--- config.mk ---
export PLATFORM = sky130hd
export DESIGN_NAME = adf_datapath
export DESIGN_NICKNAME = d
export VERILOG_FILES = /design/src/rtl/adf_pkg.sv /design/src/rtl/adf_datapath.sv /design/src/rtl/adf_fifo.sv
export VERILOG_INCLUDE_DIRS = /design/src /design/src/rtl
export SDC_FILE = /design/constraint.sdc
export NUM_CORES = 2
export LEC_CHECK = 0
export BUFFER_PORTS_ARGS = -buffer_cell sky130_fd_sc_hd__buf_2
export CAP_MARGIN = 10
export CORE_ASPECT_RATIO = 1.2
export CORE_MARGIN = 2
export CORE_UTILIZATION = 51
export DETAILED_ROUTE_END_ITERATION = 10
export HOLD_SLACK_MARGIN = 0.15
export PLACE_DENSITY = 0.64
export SLEW_MARGIN = 30
export SYNTH_ARGS = -nofsm -noshare
export SYNTH_HDL_FRONTEND = slang
export SYNTH_SLANG_ARGS = --single-unit
--- constraint.sdc ---
create_clock -name REF_CLK -period 12.26 [get_ports REF_CLK]
set_clock_uncertainty 0.05 [all_clocks]
set_input_delay 1.226 -clock REF_CLK [delete_from_list [all_inputs] [get_ports REF_CLK]]
set_output_delay 1.226 -clock REF_CLK [all_outputs]
set_load 0.005 [all_outputs]
--- src/rtl/adf_defs.svh ---
// Overview of operation
// [RULE_01] Each biquad section computes 1+a1z^-1+a2z^-2 over 1+b1z^-1+b2z^-2 with multiply, add, delay; section 1 here applies only the b1 term.
// [RULE_02] Sections chain: one section's output becomes the next section's input.
// [RULE_03] Rate halving drops every other sample, only after an anti-alias filter; here the sample is dropped at fetch, before any filtering.
// [RULE_04] Rate raising repeats the held sample until the next one arrives.
// [RULE_05] Carrier comes from an up/down phase counter through a sine lookup table; here the phase bits are folded into a triangle wave, with no table.
// [RULE_06] Carrier may instead come from a sin/cos rotation recursion; here that setting only reads RAM word ADF_RA_SIN, which nothing writes.
// [RULE_07] Input samples pass a FIFO before reaching the shared 16-bit bus.
// [RULE_08] Arithmetic unit does 16-bit multiply and multiply-accumulate from the bus.
// [RULE_09] A 16-bit RAM holds intermediate values such as filter state.
// [RULE_10] A 16-bit temporary register gives unit delay and moves bus data.
// [RULE_11] Oscillator samples pass a FIFO so they leave at a uniform rate.
// [RULE_12] Oscillator output word to the converter is 12 bits wide.
// [RULE_13] Vertical and horizontal display outputs update together.
// [RULE_14] Sequencing comes from a microprogram in ROM, not hardwired machines.
// [RULE_15] Values are two's complement fractions below one; products cannot overflow.
// [RULE_16] Input converter supplies new samples at 50 kHz.
// [RULE_17] Microprogram stalls while the input FIFO is empty or output FIFO full.
`ifndef ADF_DEFS_SVH
`define ADF_DEFS_SVH
`define ADF_CLK_HZ        125000000
`define ADF_OUT_RATE_HZ   50000
`define ADF_OUT_DIV       (`ADF_CLK_HZ / `ADF_OUT_RATE_HZ)
`define ADF_FIFO_DEPTH    16
`define ADF_RAM_WORDS     64
`define ADF_UPC_W         5
`define ADF_DAC_W         12
// RAM map
`define ADF_RA_SIN        6'h00
`define ADF_RA_COS        6'h01
`define ADF_RA_SIND       6'h02
`define ADF_RA_COSD       6'h03
`define ADF_RA_ACC_SAVE   6'h04
`define ADF_RA_W1_S0      6'h08
`define ADF_RA_W2_S0      6'h09
`define ADF_RA_W1_S1      6'h0A
`define ADF_RA_W2_S1      6'h0B
`define ADF_RA_A1         6'h10
`define ADF_RA_A2         6'h11
`define ADF_RA_B1         6'h12
`define ADF_RA_B2         6'h13
`endif

--- src/rtl/adf_pkg.sv ---
package adf_pkg;
   typedef enum logic [2:0] {
      ADF_SRC_ZERO = 3'h0,
      ADF_SRC_FIFO = 3'h1,
      ADF_SRC_RAM  = 3'h2,
      ADF_SRC_TMP  = 3'h3,
      ADF_SRC_ACC  = 3'h4,
      ADF_SRC_SINE = 3'h5,
      ADF_SRC_HOLD = 3'h6
   } adf_src_t;
   typedef enum logic [2:0] {
      ADF_AU_NOP  = 3'h0,
      ADF_AU_MUL  = 3'h1,
      ADF_AU_MAC  = 3'h2,
      ADF_AU_MSUB = 3'h3,
      ADF_AU_LDX  = 3'h4
   } adf_au_t;
   typedef enum logic [1:0] {
      ADF_RUN  = 2'b00,
      ADF_WAIT = 2'b01,
      ADF_HALT = 2'b11
   } adf_seq_t;
   typedef struct packed {
      adf_src_t  src;
      adf_au_t   au;
      logic [5:0] ram_addr;
      logic      ram_we;
      logic      tmp_we;
      logic      in_pop;
      logic      out_push;
      logic      disp_load;
      logic      hold_load;
      logic      phase_step;
      logic      decim_skip;
      logic      last;
   } adf_uop_t;
   typedef struct packed {
      logic [15:0] vert;
      logic [15:0] horiz;
   } adf_disp_t;
endpackage

--- src/rtl/adf_datapath.sv ---
`timescale 1ns/1ps
`include "adf_defs.svh"
module adf_datapath
   import adf_pkg::*;
#(
   parameter int FIFO_DEPTH = `ADF_FIFO_DEPTH,
   parameter int OUT_DIV    = `ADF_OUT_DIV
) (
   input  wire logic        REF_CLK,
   input  wire logic        RESETN,
   input  wire logic        ADC_STROBE,
   input  wire logic [15:0] ADC_DATA,
   input  wire logic        CARRIER_RECURSIVE,
   input  wire logic        PHASE_DOWN,
   input  wire logic        RATE_HALVE,
   output      logic        IN_READY,
   output      logic [11:0] SWEPT_SINE_OSCILLATOR_DATA,
   output      logic        SWEPT_SINE_OSCILLATOR_STROBE,
   output      logic [15:0] DISP_VERT,
   output      logic [15:0] DISP_HORIZ,
   output      logic        DISP_STROBE
);
   ////////////////////////////////////////////////////////////////////////////
   // Input synchronisers
   logic        stb_m_q, stb_s_q, stb_p_q;
   logic [15:0] dat_m_q, dat_s_q;
   logic        rec_m_q, rec_s_q, dn_m_q, dn_s_q, hv_m_q, hv_s_q;
   logic        stb_rise;

   always_ff @(posedge REF_CLK or negedge RESETN) begin
      if (!RESETN) begin
         stb_m_q <= 1'b0;
         stb_s_q <= 1'b0;
         stb_p_q <= 1'b0;
         dat_m_q <= 16'h0000;
         dat_s_q <= 16'h0000;
         rec_m_q <= 1'b0;
         rec_s_q <= 1'b0;
         dn_m_q  <= 1'b0;
         dn_s_q  <= 1'b0;
         hv_m_q  <= 1'b0;
         hv_s_q  <= 1'b0;
      end else begin
         stb_m_q <= ADC_STROBE;
         stb_s_q <= stb_m_q;
         stb_p_q <= stb_s_q;
         dat_m_q <= ADC_DATA;
         dat_s_q <= dat_m_q;
         rec_m_q <= CARRIER_RECURSIVE;
         rec_s_q <= rec_m_q;
         dn_m_q  <= PHASE_DOWN;
         dn_s_q  <= dn_m_q;
         hv_m_q  <= RATE_HALVE;
         hv_s_q  <= hv_m_q;
      end
   end
   assign stb_rise = stb_s_q && !stb_p_q;

   ////////////////////////////////////////////////////////////////////////////
   // Input FIFO
   logic        in_valid, in_pop;
   logic [15:0] in_data;
   adf_uop_t    uop;
   logic        stall;

   adf_fifo #(.WIDTH(16), .DEPTH(FIFO_DEPTH)) u_in_fifo ( // RULE_07
      .clk       (REF_CLK),
      .rst_n     (RESETN),
      .in_valid  (stb_rise),
      .in_ready  (IN_READY),
      .in_data   (dat_s_q),
      .out_valid (in_valid),
      .out_ready (in_pop),
      .out_data  (in_data)
   );

   ////////////////////////////////////////////////////////////////////////////
   // Microprogram ROM
   logic [`ADF_UPC_W-1:0] upc_q, upc_d;
   logic [8:0]            phase_q, phase_d;
   logic                  decim_q, decim_d;
   logic                  out_ready;

   function automatic adf_uop_t urom(input logic [`ADF_UPC_W-1:0] a, input logic rec);
      adf_uop_t u;
      u = '0;
      u.src = ADF_SRC_ZERO;
      u.au  = ADF_AU_NOP;
      case (a)
         // Fetch sample, apply rate halving
         5'd0:  begin u.src = ADF_SRC_FIFO; u.tmp_we = 1'b1; u.in_pop = 1'b1;
                      u.decim_skip = 1'b1; end // RULE_03
         // Carrier: sine from phase, or RAM word ADF_RA_SIN when recursive
         5'd1:  begin u.src = rec ? ADF_SRC_RAM : ADF_SRC_SINE;
                      u.ram_addr = `ADF_RA_SIN; u.au = ADF_AU_LDX; end // RULE_05 RULE_06
         // Mixer: x * carrier
         5'd2:  begin u.src = ADF_SRC_TMP; u.au = ADF_AU_MUL; end // RULE_08
         // Section 0: w = x - b1*w1 - b2*w2
         5'd3:  begin u.src = ADF_SRC_RAM; u.ram_addr = `ADF_RA_B1; u.au = ADF_AU_LDX; end
         5'd4:  begin u.src = ADF_SRC_RAM; u.ram_addr = `ADF_RA_W1_S0;
                      u.au = ADF_AU_MSUB; end // RULE_01
         5'd5:  begin u.src = ADF_SRC_RAM; u.ram_addr = `ADF_RA_B2; u.au = ADF_AU_LDX; end
         5'd6:  begin u.src = ADF_SRC_RAM; u.ram_addr = `ADF_RA_W2_S0;
                      u.au = ADF_AU_MSUB; end
         5'd7:  begin u.src = ADF_SRC_ACC; u.ram_addr = `ADF_RA_ACC_SAVE;
                      u.ram_we = 1'b1; end
         // y = w + a1*w1 + a2*w2, shift delays through temp
         5'd8:  begin u.src = ADF_SRC_RAM; u.ram_addr = `ADF_RA_A1; u.au = ADF_AU_LDX; end
         5'd9:  begin u.src = ADF_SRC_RAM; u.ram_addr = `ADF_RA_W1_S0; u.au = ADF_AU_MAC; end
         5'd10: begin u.src = ADF_SRC_RAM; u.ram_addr = `ADF_RA_A2; u.au = ADF_AU_LDX; end
         5'd11: begin u.src = ADF_SRC_RAM; u.ram_addr = `ADF_RA_W2_S0; u.au = ADF_AU_MAC; end
         5'd12: begin u.src = ADF_SRC_RAM; u.ram_addr = `ADF_RA_W1_S0;
                      u.tmp_we = 1'b1; end // RULE_10
         5'd13: begin u.src = ADF_SRC_TMP; u.ram_addr = `ADF_RA_W2_S0; u.ram_we = 1'b1; end
         5'd14: begin u.src = ADF_SRC_RAM; u.ram_addr = `ADF_RA_ACC_SAVE; u.tmp_we = 1'b1; end
         5'd15: begin u.src = ADF_SRC_TMP; u.ram_addr = `ADF_RA_W1_S0; u.ram_we = 1'b1; end
         // Section 1 fed by section 0 output
         5'd16: begin u.src = ADF_SRC_ACC; u.tmp_we = 1'b1; end // RULE_02
         5'd17: begin u.src = ADF_SRC_RAM; u.ram_addr = `ADF_RA_B1; u.au = ADF_AU_LDX; end
         5'd18: begin u.src = ADF_SRC_RAM; u.ram_addr = `ADF_RA_W1_S1; u.au = ADF_AU_MSUB; end
         5'd19: begin u.src = ADF_SRC_RAM; u.ram_addr = `ADF_RA_W1_S0;
                      u.ram_addr = `ADF_RA_W2_S1; u.au = ADF_AU_NOP; end
         5'd20: begin u.src = ADF_SRC_TMP; u.ram_addr = `ADF_RA_W2_S1; u.ram_we = 1'b1; end
         5'd21: begin u.src = ADF_SRC_ACC; u.ram_addr = `ADF_RA_W1_S1; u.ram_we = 1'b1;
                      u.hold_load = 1'b1; end // RULE_09
         // Outputs and carrier advance
         5'd22: begin u.src = ADF_SRC_HOLD; u.out_push = 1'b1; u.disp_load = 1'b1;
                      u.phase_step = 1'b1; u.last = 1'b1; end // RULE_04
         default: u.last = 1'b1;
      endcase
      return u;
   endfunction

   assign uop = urom(upc_q, rec_s_q); // RULE_14

   // Stall on empty input or full output
   assign stall = (uop.in_pop && !in_valid) || (uop.out_push && !out_ready); // RULE_17
   assign in_pop = uop.in_pop && !stall;

   always_comb begin
      upc_d   = upc_q;
      phase_d = phase_q;
      decim_d = decim_q;
      if (!stall) begin
         if (uop.decim_skip && hv_s_q && decim_q) begin
            upc_d = '0;
         end else if (uop.last) begin
            upc_d = '0;
         end else begin
            upc_d = upc_q + 1'b1;
         end
         if (uop.decim_skip) begin
            decim_d = hv_s_q ? !decim_q : 1'b0;
         end
         if (uop.phase_step) begin
            phase_d = dn_s_q ? phase_q - 1'b1 : phase_q + 1'b1;
         end
      end
   end

   always_ff @(posedge REF_CLK or negedge RESETN) begin
      if (!RESETN) begin
         upc_q   <= '0;
         phase_q <= 9'h000;
         decim_q <= 1'b0;
      end else begin
         upc_q   <= upc_d;
         phase_q <= phase_d;
         decim_q <= decim_d;
      end
   end

   ////////////////////////////////////////////////////////////////////////////
   // Bus, RAM, temp register, arithmetic unit
   logic [15:0]       ram [`ADF_RAM_WORDS];
   logic [15:0]       bus, tmp_q, tmp_d, x_q, x_d, hold_q, hold_d, sine;
   logic signed [31:0] acc_q, acc_d, prod;
   logic [7:0]         qtr;

   assign qtr  = phase_q[7] ? ~phase_q[7:0] : phase_q[7:0];
   assign sine = phase_q[8] ? 16'(-$signed({1'b0, qtr, 7'h00})) : {1'b0, qtr, 7'h00};

   always_comb begin
      unique case (uop.src)
         ADF_SRC_FIFO: bus = in_data;
         ADF_SRC_RAM:  bus = ram[uop.ram_addr];
         ADF_SRC_TMP:  bus = tmp_q;
         ADF_SRC_ACC:  bus = acc_q[30:15];
         ADF_SRC_SINE: bus = sine;
         ADF_SRC_HOLD: bus = hold_q;
         default:      bus = 16'h0000;
      endcase
   end

   // Q15 product: magnitudes below one never overflow
   assign prod = $signed(x_q) * $signed(bus); // RULE_15

   always_comb begin
      acc_d  = acc_q;
      x_d    = x_q;
      tmp_d  = tmp_q;
      hold_d = hold_q;
      if (!stall) begin
         unique case (uop.au)
            ADF_AU_MUL:  acc_d = prod;
            ADF_AU_MAC:  acc_d = acc_q + prod; // RULE_08
            ADF_AU_MSUB: acc_d = acc_q - prod;
            ADF_AU_LDX:  x_d = bus;
            default:     acc_d = acc_q;
         endcase
         if (uop.tmp_we) begin
            tmp_d = bus;
         end
         if (uop.hold_load) begin
            hold_d = bus;
         end
      end
   end

   always_ff @(posedge REF_CLK or negedge RESETN) begin
      if (!RESETN) begin
         acc_q  <= 32'h0000_0000;
         x_q    <= 16'h0000;
         tmp_q  <= 16'h0000;
         hold_q <= 16'h0000;
      end else begin
         acc_q  <= acc_d;
         x_q    <= x_d;
         tmp_q  <= tmp_d;
         hold_q <= hold_d;
      end
   end

   always_ff @(posedge REF_CLK) begin
      if (uop.ram_we && !stall) begin
         ram[uop.ram_addr] <= bus;
      end
   end

   ////////////////////////////////////////////////////////////////////////////
   // Oscillator output FIFO and display
   logic        out_valid, tick;
   logic [11:0] out_data;
   logic [15:0] div_q, div_d;
   logic [11:0] dac_q, dac_d;
   logic        dstb_q, dstb_d;
   adf_disp_t   disp_q, disp_d;

   adf_fifo #(.WIDTH(`ADF_DAC_W), .DEPTH(FIFO_DEPTH)) u_out_fifo ( // RULE_11
      .clk       (REF_CLK),
      .rst_n     (RESETN),
      .in_valid  (uop.out_push && !stall),
      .in_ready  (out_ready),
      .in_data   (sine[15:4]),
      .out_valid (out_valid),
      .out_ready (tick),
      .out_data  (out_data)
   );

   assign tick = (div_q == 16'(OUT_DIV - 1));

   always_comb begin
      div_d  = tick ? 16'h0000 : div_q + 16'h0001;
      dac_d  = (tick && out_valid) ? out_data : dac_q; // RULE_12
      dstb_d = 1'b0;
      disp_d = disp_q;
      if (uop.disp_load && !stall) begin
         disp_d = '{vert: bus, horiz: {phase_q, 7'h00}}; // RULE_13
         dstb_d = 1'b1;
      end
   end

   always_ff @(posedge REF_CLK or negedge RESETN) begin
      if (!RESETN) begin
         div_q  <= 16'h0000;
         dac_q  <= 12'h000;
         dstb_q <= 1'b0;
         disp_q <= '0;
      end else begin
         div_q  <= div_d;
         dac_q  <= dac_d;
         dstb_q <= dstb_d;
         disp_q <= disp_d;
      end
   end

   assign SWEPT_SINE_OSCILLATOR_DATA   = dac_q;
   assign SWEPT_SINE_OSCILLATOR_STROBE = tick;
   assign DISP_VERT                    = disp_q.vert;
   assign DISP_HORIZ                   = disp_q.horiz;
   assign DISP_STROBE                  = dstb_q;
endmodule

--- src/rtl/adf_fifo.sv ---
`timescale 1ns/1ps
module adf_fifo
   import adf_pkg::*;
#(
   parameter int WIDTH = 16,
   parameter int DEPTH = 16
) (
   input  wire logic             clk,
   input  wire logic             rst_n,
   input  wire logic             in_valid,
   output      logic             in_ready,
   input  wire logic [WIDTH-1:0] in_data,
   output      logic             out_valid,
   input  wire logic             out_ready,
   output      logic [WIDTH-1:0] out_data
);
   localparam int AW = $clog2(DEPTH);
   logic [WIDTH-1:0] mem [DEPTH];
   logic [AW:0]      wp_q, wp_d, rp_q, rp_d;
   logic             push, pop;

   assign in_ready  = (wp_q - rp_q) != (AW+1)'(DEPTH);
   assign out_valid = wp_q != rp_q;
   assign push      = in_valid && in_ready;
   assign pop       = out_valid && out_ready;
   assign out_data  = mem[rp_q[AW-1:0]];

   always_comb begin
      wp_d = push ? wp_q + 1'b1 : wp_q;
      rp_d = pop ? rp_q + 1'b1 : rp_q;
   end

   always_ff @(posedge clk or negedge rst_n) begin
      if (!rst_n) begin
         wp_q <= '0;
         rp_q <= '0;
      end else begin
         wp_q <= wp_d;
         rp_q <= rp_d;
      end
   end

   always_ff @(posedge clk) begin
      if (push) begin
         mem[wp_q[AW-1:0]] <= in_data;
      end
   end
endmodule

==> results_dict.tcl <==
set metrics [dict create \
    drt_pre_antenna_iters 5 \
    synth_area_per_cell_um2 13.07 \
    synth_edf_count 846 \
    ys_top_cells_by_area "edfxtp_1 47%, fa_1 9.6%, dfrtp_1 9.5%, mux4_2 5.3%, ha_1 3.3%" \
    grt-ovfl-total 0 \
    setup_viol 0 \
    slew_violations 0 \
    grt_use_total 0.2500 \
    status "complete, no violations" \
    diodes 0 \
    grt_antenna_before_repair 1 \
    area_growth_pct 13.80 \
    synth_ff_type "edfxtp_1" \
    clock_path_buffers 3 \
    synth_area_mm2 0.05401 \
    dp_hpwl_um 89820 \
    die_w_um 301.1 \
    synthDominantCellAreaShare 0.4703 \
    placedInstanceArea_mm2 0.05767 \
    die_y_um 360.5 \
    io_pins 69 \
    initial_core_util 0.5148 \
    clock_sinks 1052 \
    grt_busiest_layer "met2" \
    async_flop_share 0.1958 \
    path_clk_slew_ps 60 \
    cp-end-kind "flip-flop" \
    clockRootBuffer "clkbuf_16" \
    drc 0 \
    critPathKind "flip-flop to flip-flop" \
    yosysSeqAreaShare 0.5658 \
    arrival_ps 12250 \
    avgRoutedWirePerCell_um 22.25 \
    final_cell_area_mm2 0.06147 \
    vias 33540 \
    final_cells 5955 \
    io_buffers 58 \
    drive_above_1_share 0.1423 \
    hold_path.class "flip-flop to flip-flop" \
    yosysUniqueCellTypes 90 \
    h-tree-depth 3 \
    grt_max_degree 101 \
    yosys_warnings 0 \
    rows 130 \
    drtAntennaViolNets 0 \
    met1_usage 0.3210 \
    fp.dieArea_mm2 0.1085 \
    via_per_inst 5.633 \
    drtIter0Drc 2936 \
    required_ps 12790 \
    crit_path_max_fanout 23 \
    slew-limit-headroom 0.3079 \
    fin_nets 4901 \
    cap_violations 0 \
    hold_viol_final 0 \
    gp_congestion 0.8875 \
    insertion_delay_ps 720 \
    cts_tree "built" \
    routed_wl_um 132500 \
    start_kind "flip-flop" \
    grt_pass1_wl_um 205500 \
    max_stage_delay_ps 730 \
    ys_ff_latch 1052 \
    slowest_stage "nor3_2" \
    cts_buffers 104 \
    syn-instance-count 4133 \
    period_share 0.9565 \
    grt_util_met2 0.4346 \
    dp.cells 5748 \
    tightest_slew_ps 1030 \
    core_area_mm2 0.1049 \
    post-route-util 0.5859 \
    met3_usage 0.03781 \
    cpMostUsedCell "fa_1" \
    grt_pass1_vias 34550 \
    period_needed_ps 11730 \
    yosysTopAreaCell "edfxtp_1" \
    max_clock_freq_ghz 0.08527 \
]
## state kept, by name, indices dropped and copies added (netlist names), 16 cells and up
name,flops
x_q,16
ram,446
dat_m_q,16
u_in_fifo.mem,256
DISP_VERT,16
div_q,16
tmp_q,16
hold_q,16
u_out_fifo.mem,144
dat_s_q,16
acc_q,31
## final timing paths
check	end	depth (start not counted)	slack, ps	from
worst max-delay path	acc_q[30]$_DFFE_PN0P_	42	530	upc_q[3]$_DFFE_PN0N_
worst min-delay path	dat_s_q[6]$_DFF_PN0_	0	290	dat_m_q[6]$_DFF_PN0_
worst max register to register	acc_q[30]$_DFFE_PN0P_	42	530	upc_q[3]$_DFFE_PN0N_
worst min register to register	dat_s_q[6]$_DFF_PN0_	0	290	dat_m_q[6]$_DFF_PN0_
max in group asynchronous	u_in_fifo.rp_q[0]$_DFFE_PN0P_	2	10210	RESETN
min in group asynchronous	SWEPT_SINE_OSCILLATOR_DATA[3]$_DFFE_PN0P_	1	470	RESETN
## Yosys cell counts (all sizes together) (8+ instances only)
library cell / count
o22ai: 68
o21ai: 123
nor2: 353
xnor2: 93
and3: 20
and2: 50
nand4: 18
o211ai: 44
a211o: 10
edfxtp: 846
a21o: 24
a2111oi: 8
o21bai: 9
o21a: 15
mux2i: 20
or2: 14
a21oi: 155
nor2b: 118
ha: 143
dfrtp: 206
nand2: 299
a22oi: 13
mux2: 29
xor2: 45
mux4: 126
nor4: 19
nand2b: 93
a211oi: 21
inv: 353
fa: 258
o221ai: 33
clkbuf: 153
nand3: 42
nor3: 65
buf: 66
or3: 12
a31oi: 69
## cell families (layout without fill, tap and decap cells)
group                    Yosys count  after routing  share of synthesized area
multiplexers                     175            175                    0.06229
AO/OA/AOI/OAI                    650            650                    0.07784
XOR/XNOR                         138            138                    0.02238
other                              1            248                 0.00006943
buffers and inverters            575            763                    0.04119
AND/OR/NAND/NOR                 1141           1142                     0.1017
flip-flops                      1052           1052                     0.5658
adder cells (fa/ha/maj)          401            401                     0.1288
## per-stage QoR
step / setup TNS, ps / hold slack [ps] / worst slack (ps)
3_3_place_gp: 0 / 282.2 / 360.9
2_1_floorplan: 0 / 281.2 / 1039
6_report: 0 / 291.7 / 532.8
5_1_grt: -1.000 / 303.6 / -1.000
3_5_place_dp: 0 / 286.4 / 208.9
4_1_cts: 0 / 299.1 / 114.6
## layout by cell type, fill, tap and decap left out, types with 19 or more instances in the layout
master     count
a21o_1        24
a21oi_1      151
a31oi_1       61
and2_1        49
and3_1        19
buf_2         57
buf_4        132
clkbuf_1      19
clkbuf_16    110
conb_1       248
dfrtp_1      203
edfxtp_1     846
fa_1         258
ha_1         141
inv_1        351
mux2_2        29
mux2i_1       20
mux4_2       126
nand2_1      296
nand2b_1      93
nand3_1       41
nor2_1       326
nor2_2        23
nor2b_1      118
nor3_1        48
o211ai_1      43
o21ai_0      119
o221ai_1      32
o22ai_1       68
xnor2_1       92
xor2_1        45
## per-layer routing
layer  vias up  wire, um  share of wire
met2      1008     67300           0.51
li1      15200         -              -
met4         0      4315          0.033
met5         -         0              0
met1     17130     53240           0.40
met3       202      7629          0.058
## worst max-delay path, delay by kind of cell (launching register included)
kind,cells,cell delay [ps]
flip-flops,1,600
adder cells (fa/ha/maj),9,4120
XOR/XNOR,3,570
AND/OR/NAND/NOR,13,3750
buffers and inverters,9,1210
AO/OA/AOI/OAI,8,1280
## what timing repair did
item                                    CTS  global route
setup buffers                             0             8
hold buffers                              0             0
gates resized for setup                   0            20
endpoints found under the setup margin    0             7
## final cells by class
type,count,area (um2)
fill,8483,43450
sequential,1052,30570
multi-input combinational,2754,22580
clock buffer,141,2977
tap,1386,1734
timing repair buffer,210,1690
inverter,356,1336
clock inverter,56,585.6
Power is left out: the tool's default activity adds up to more than one toggle a clock period on the data nets, which glitch-free logic cannot reach.
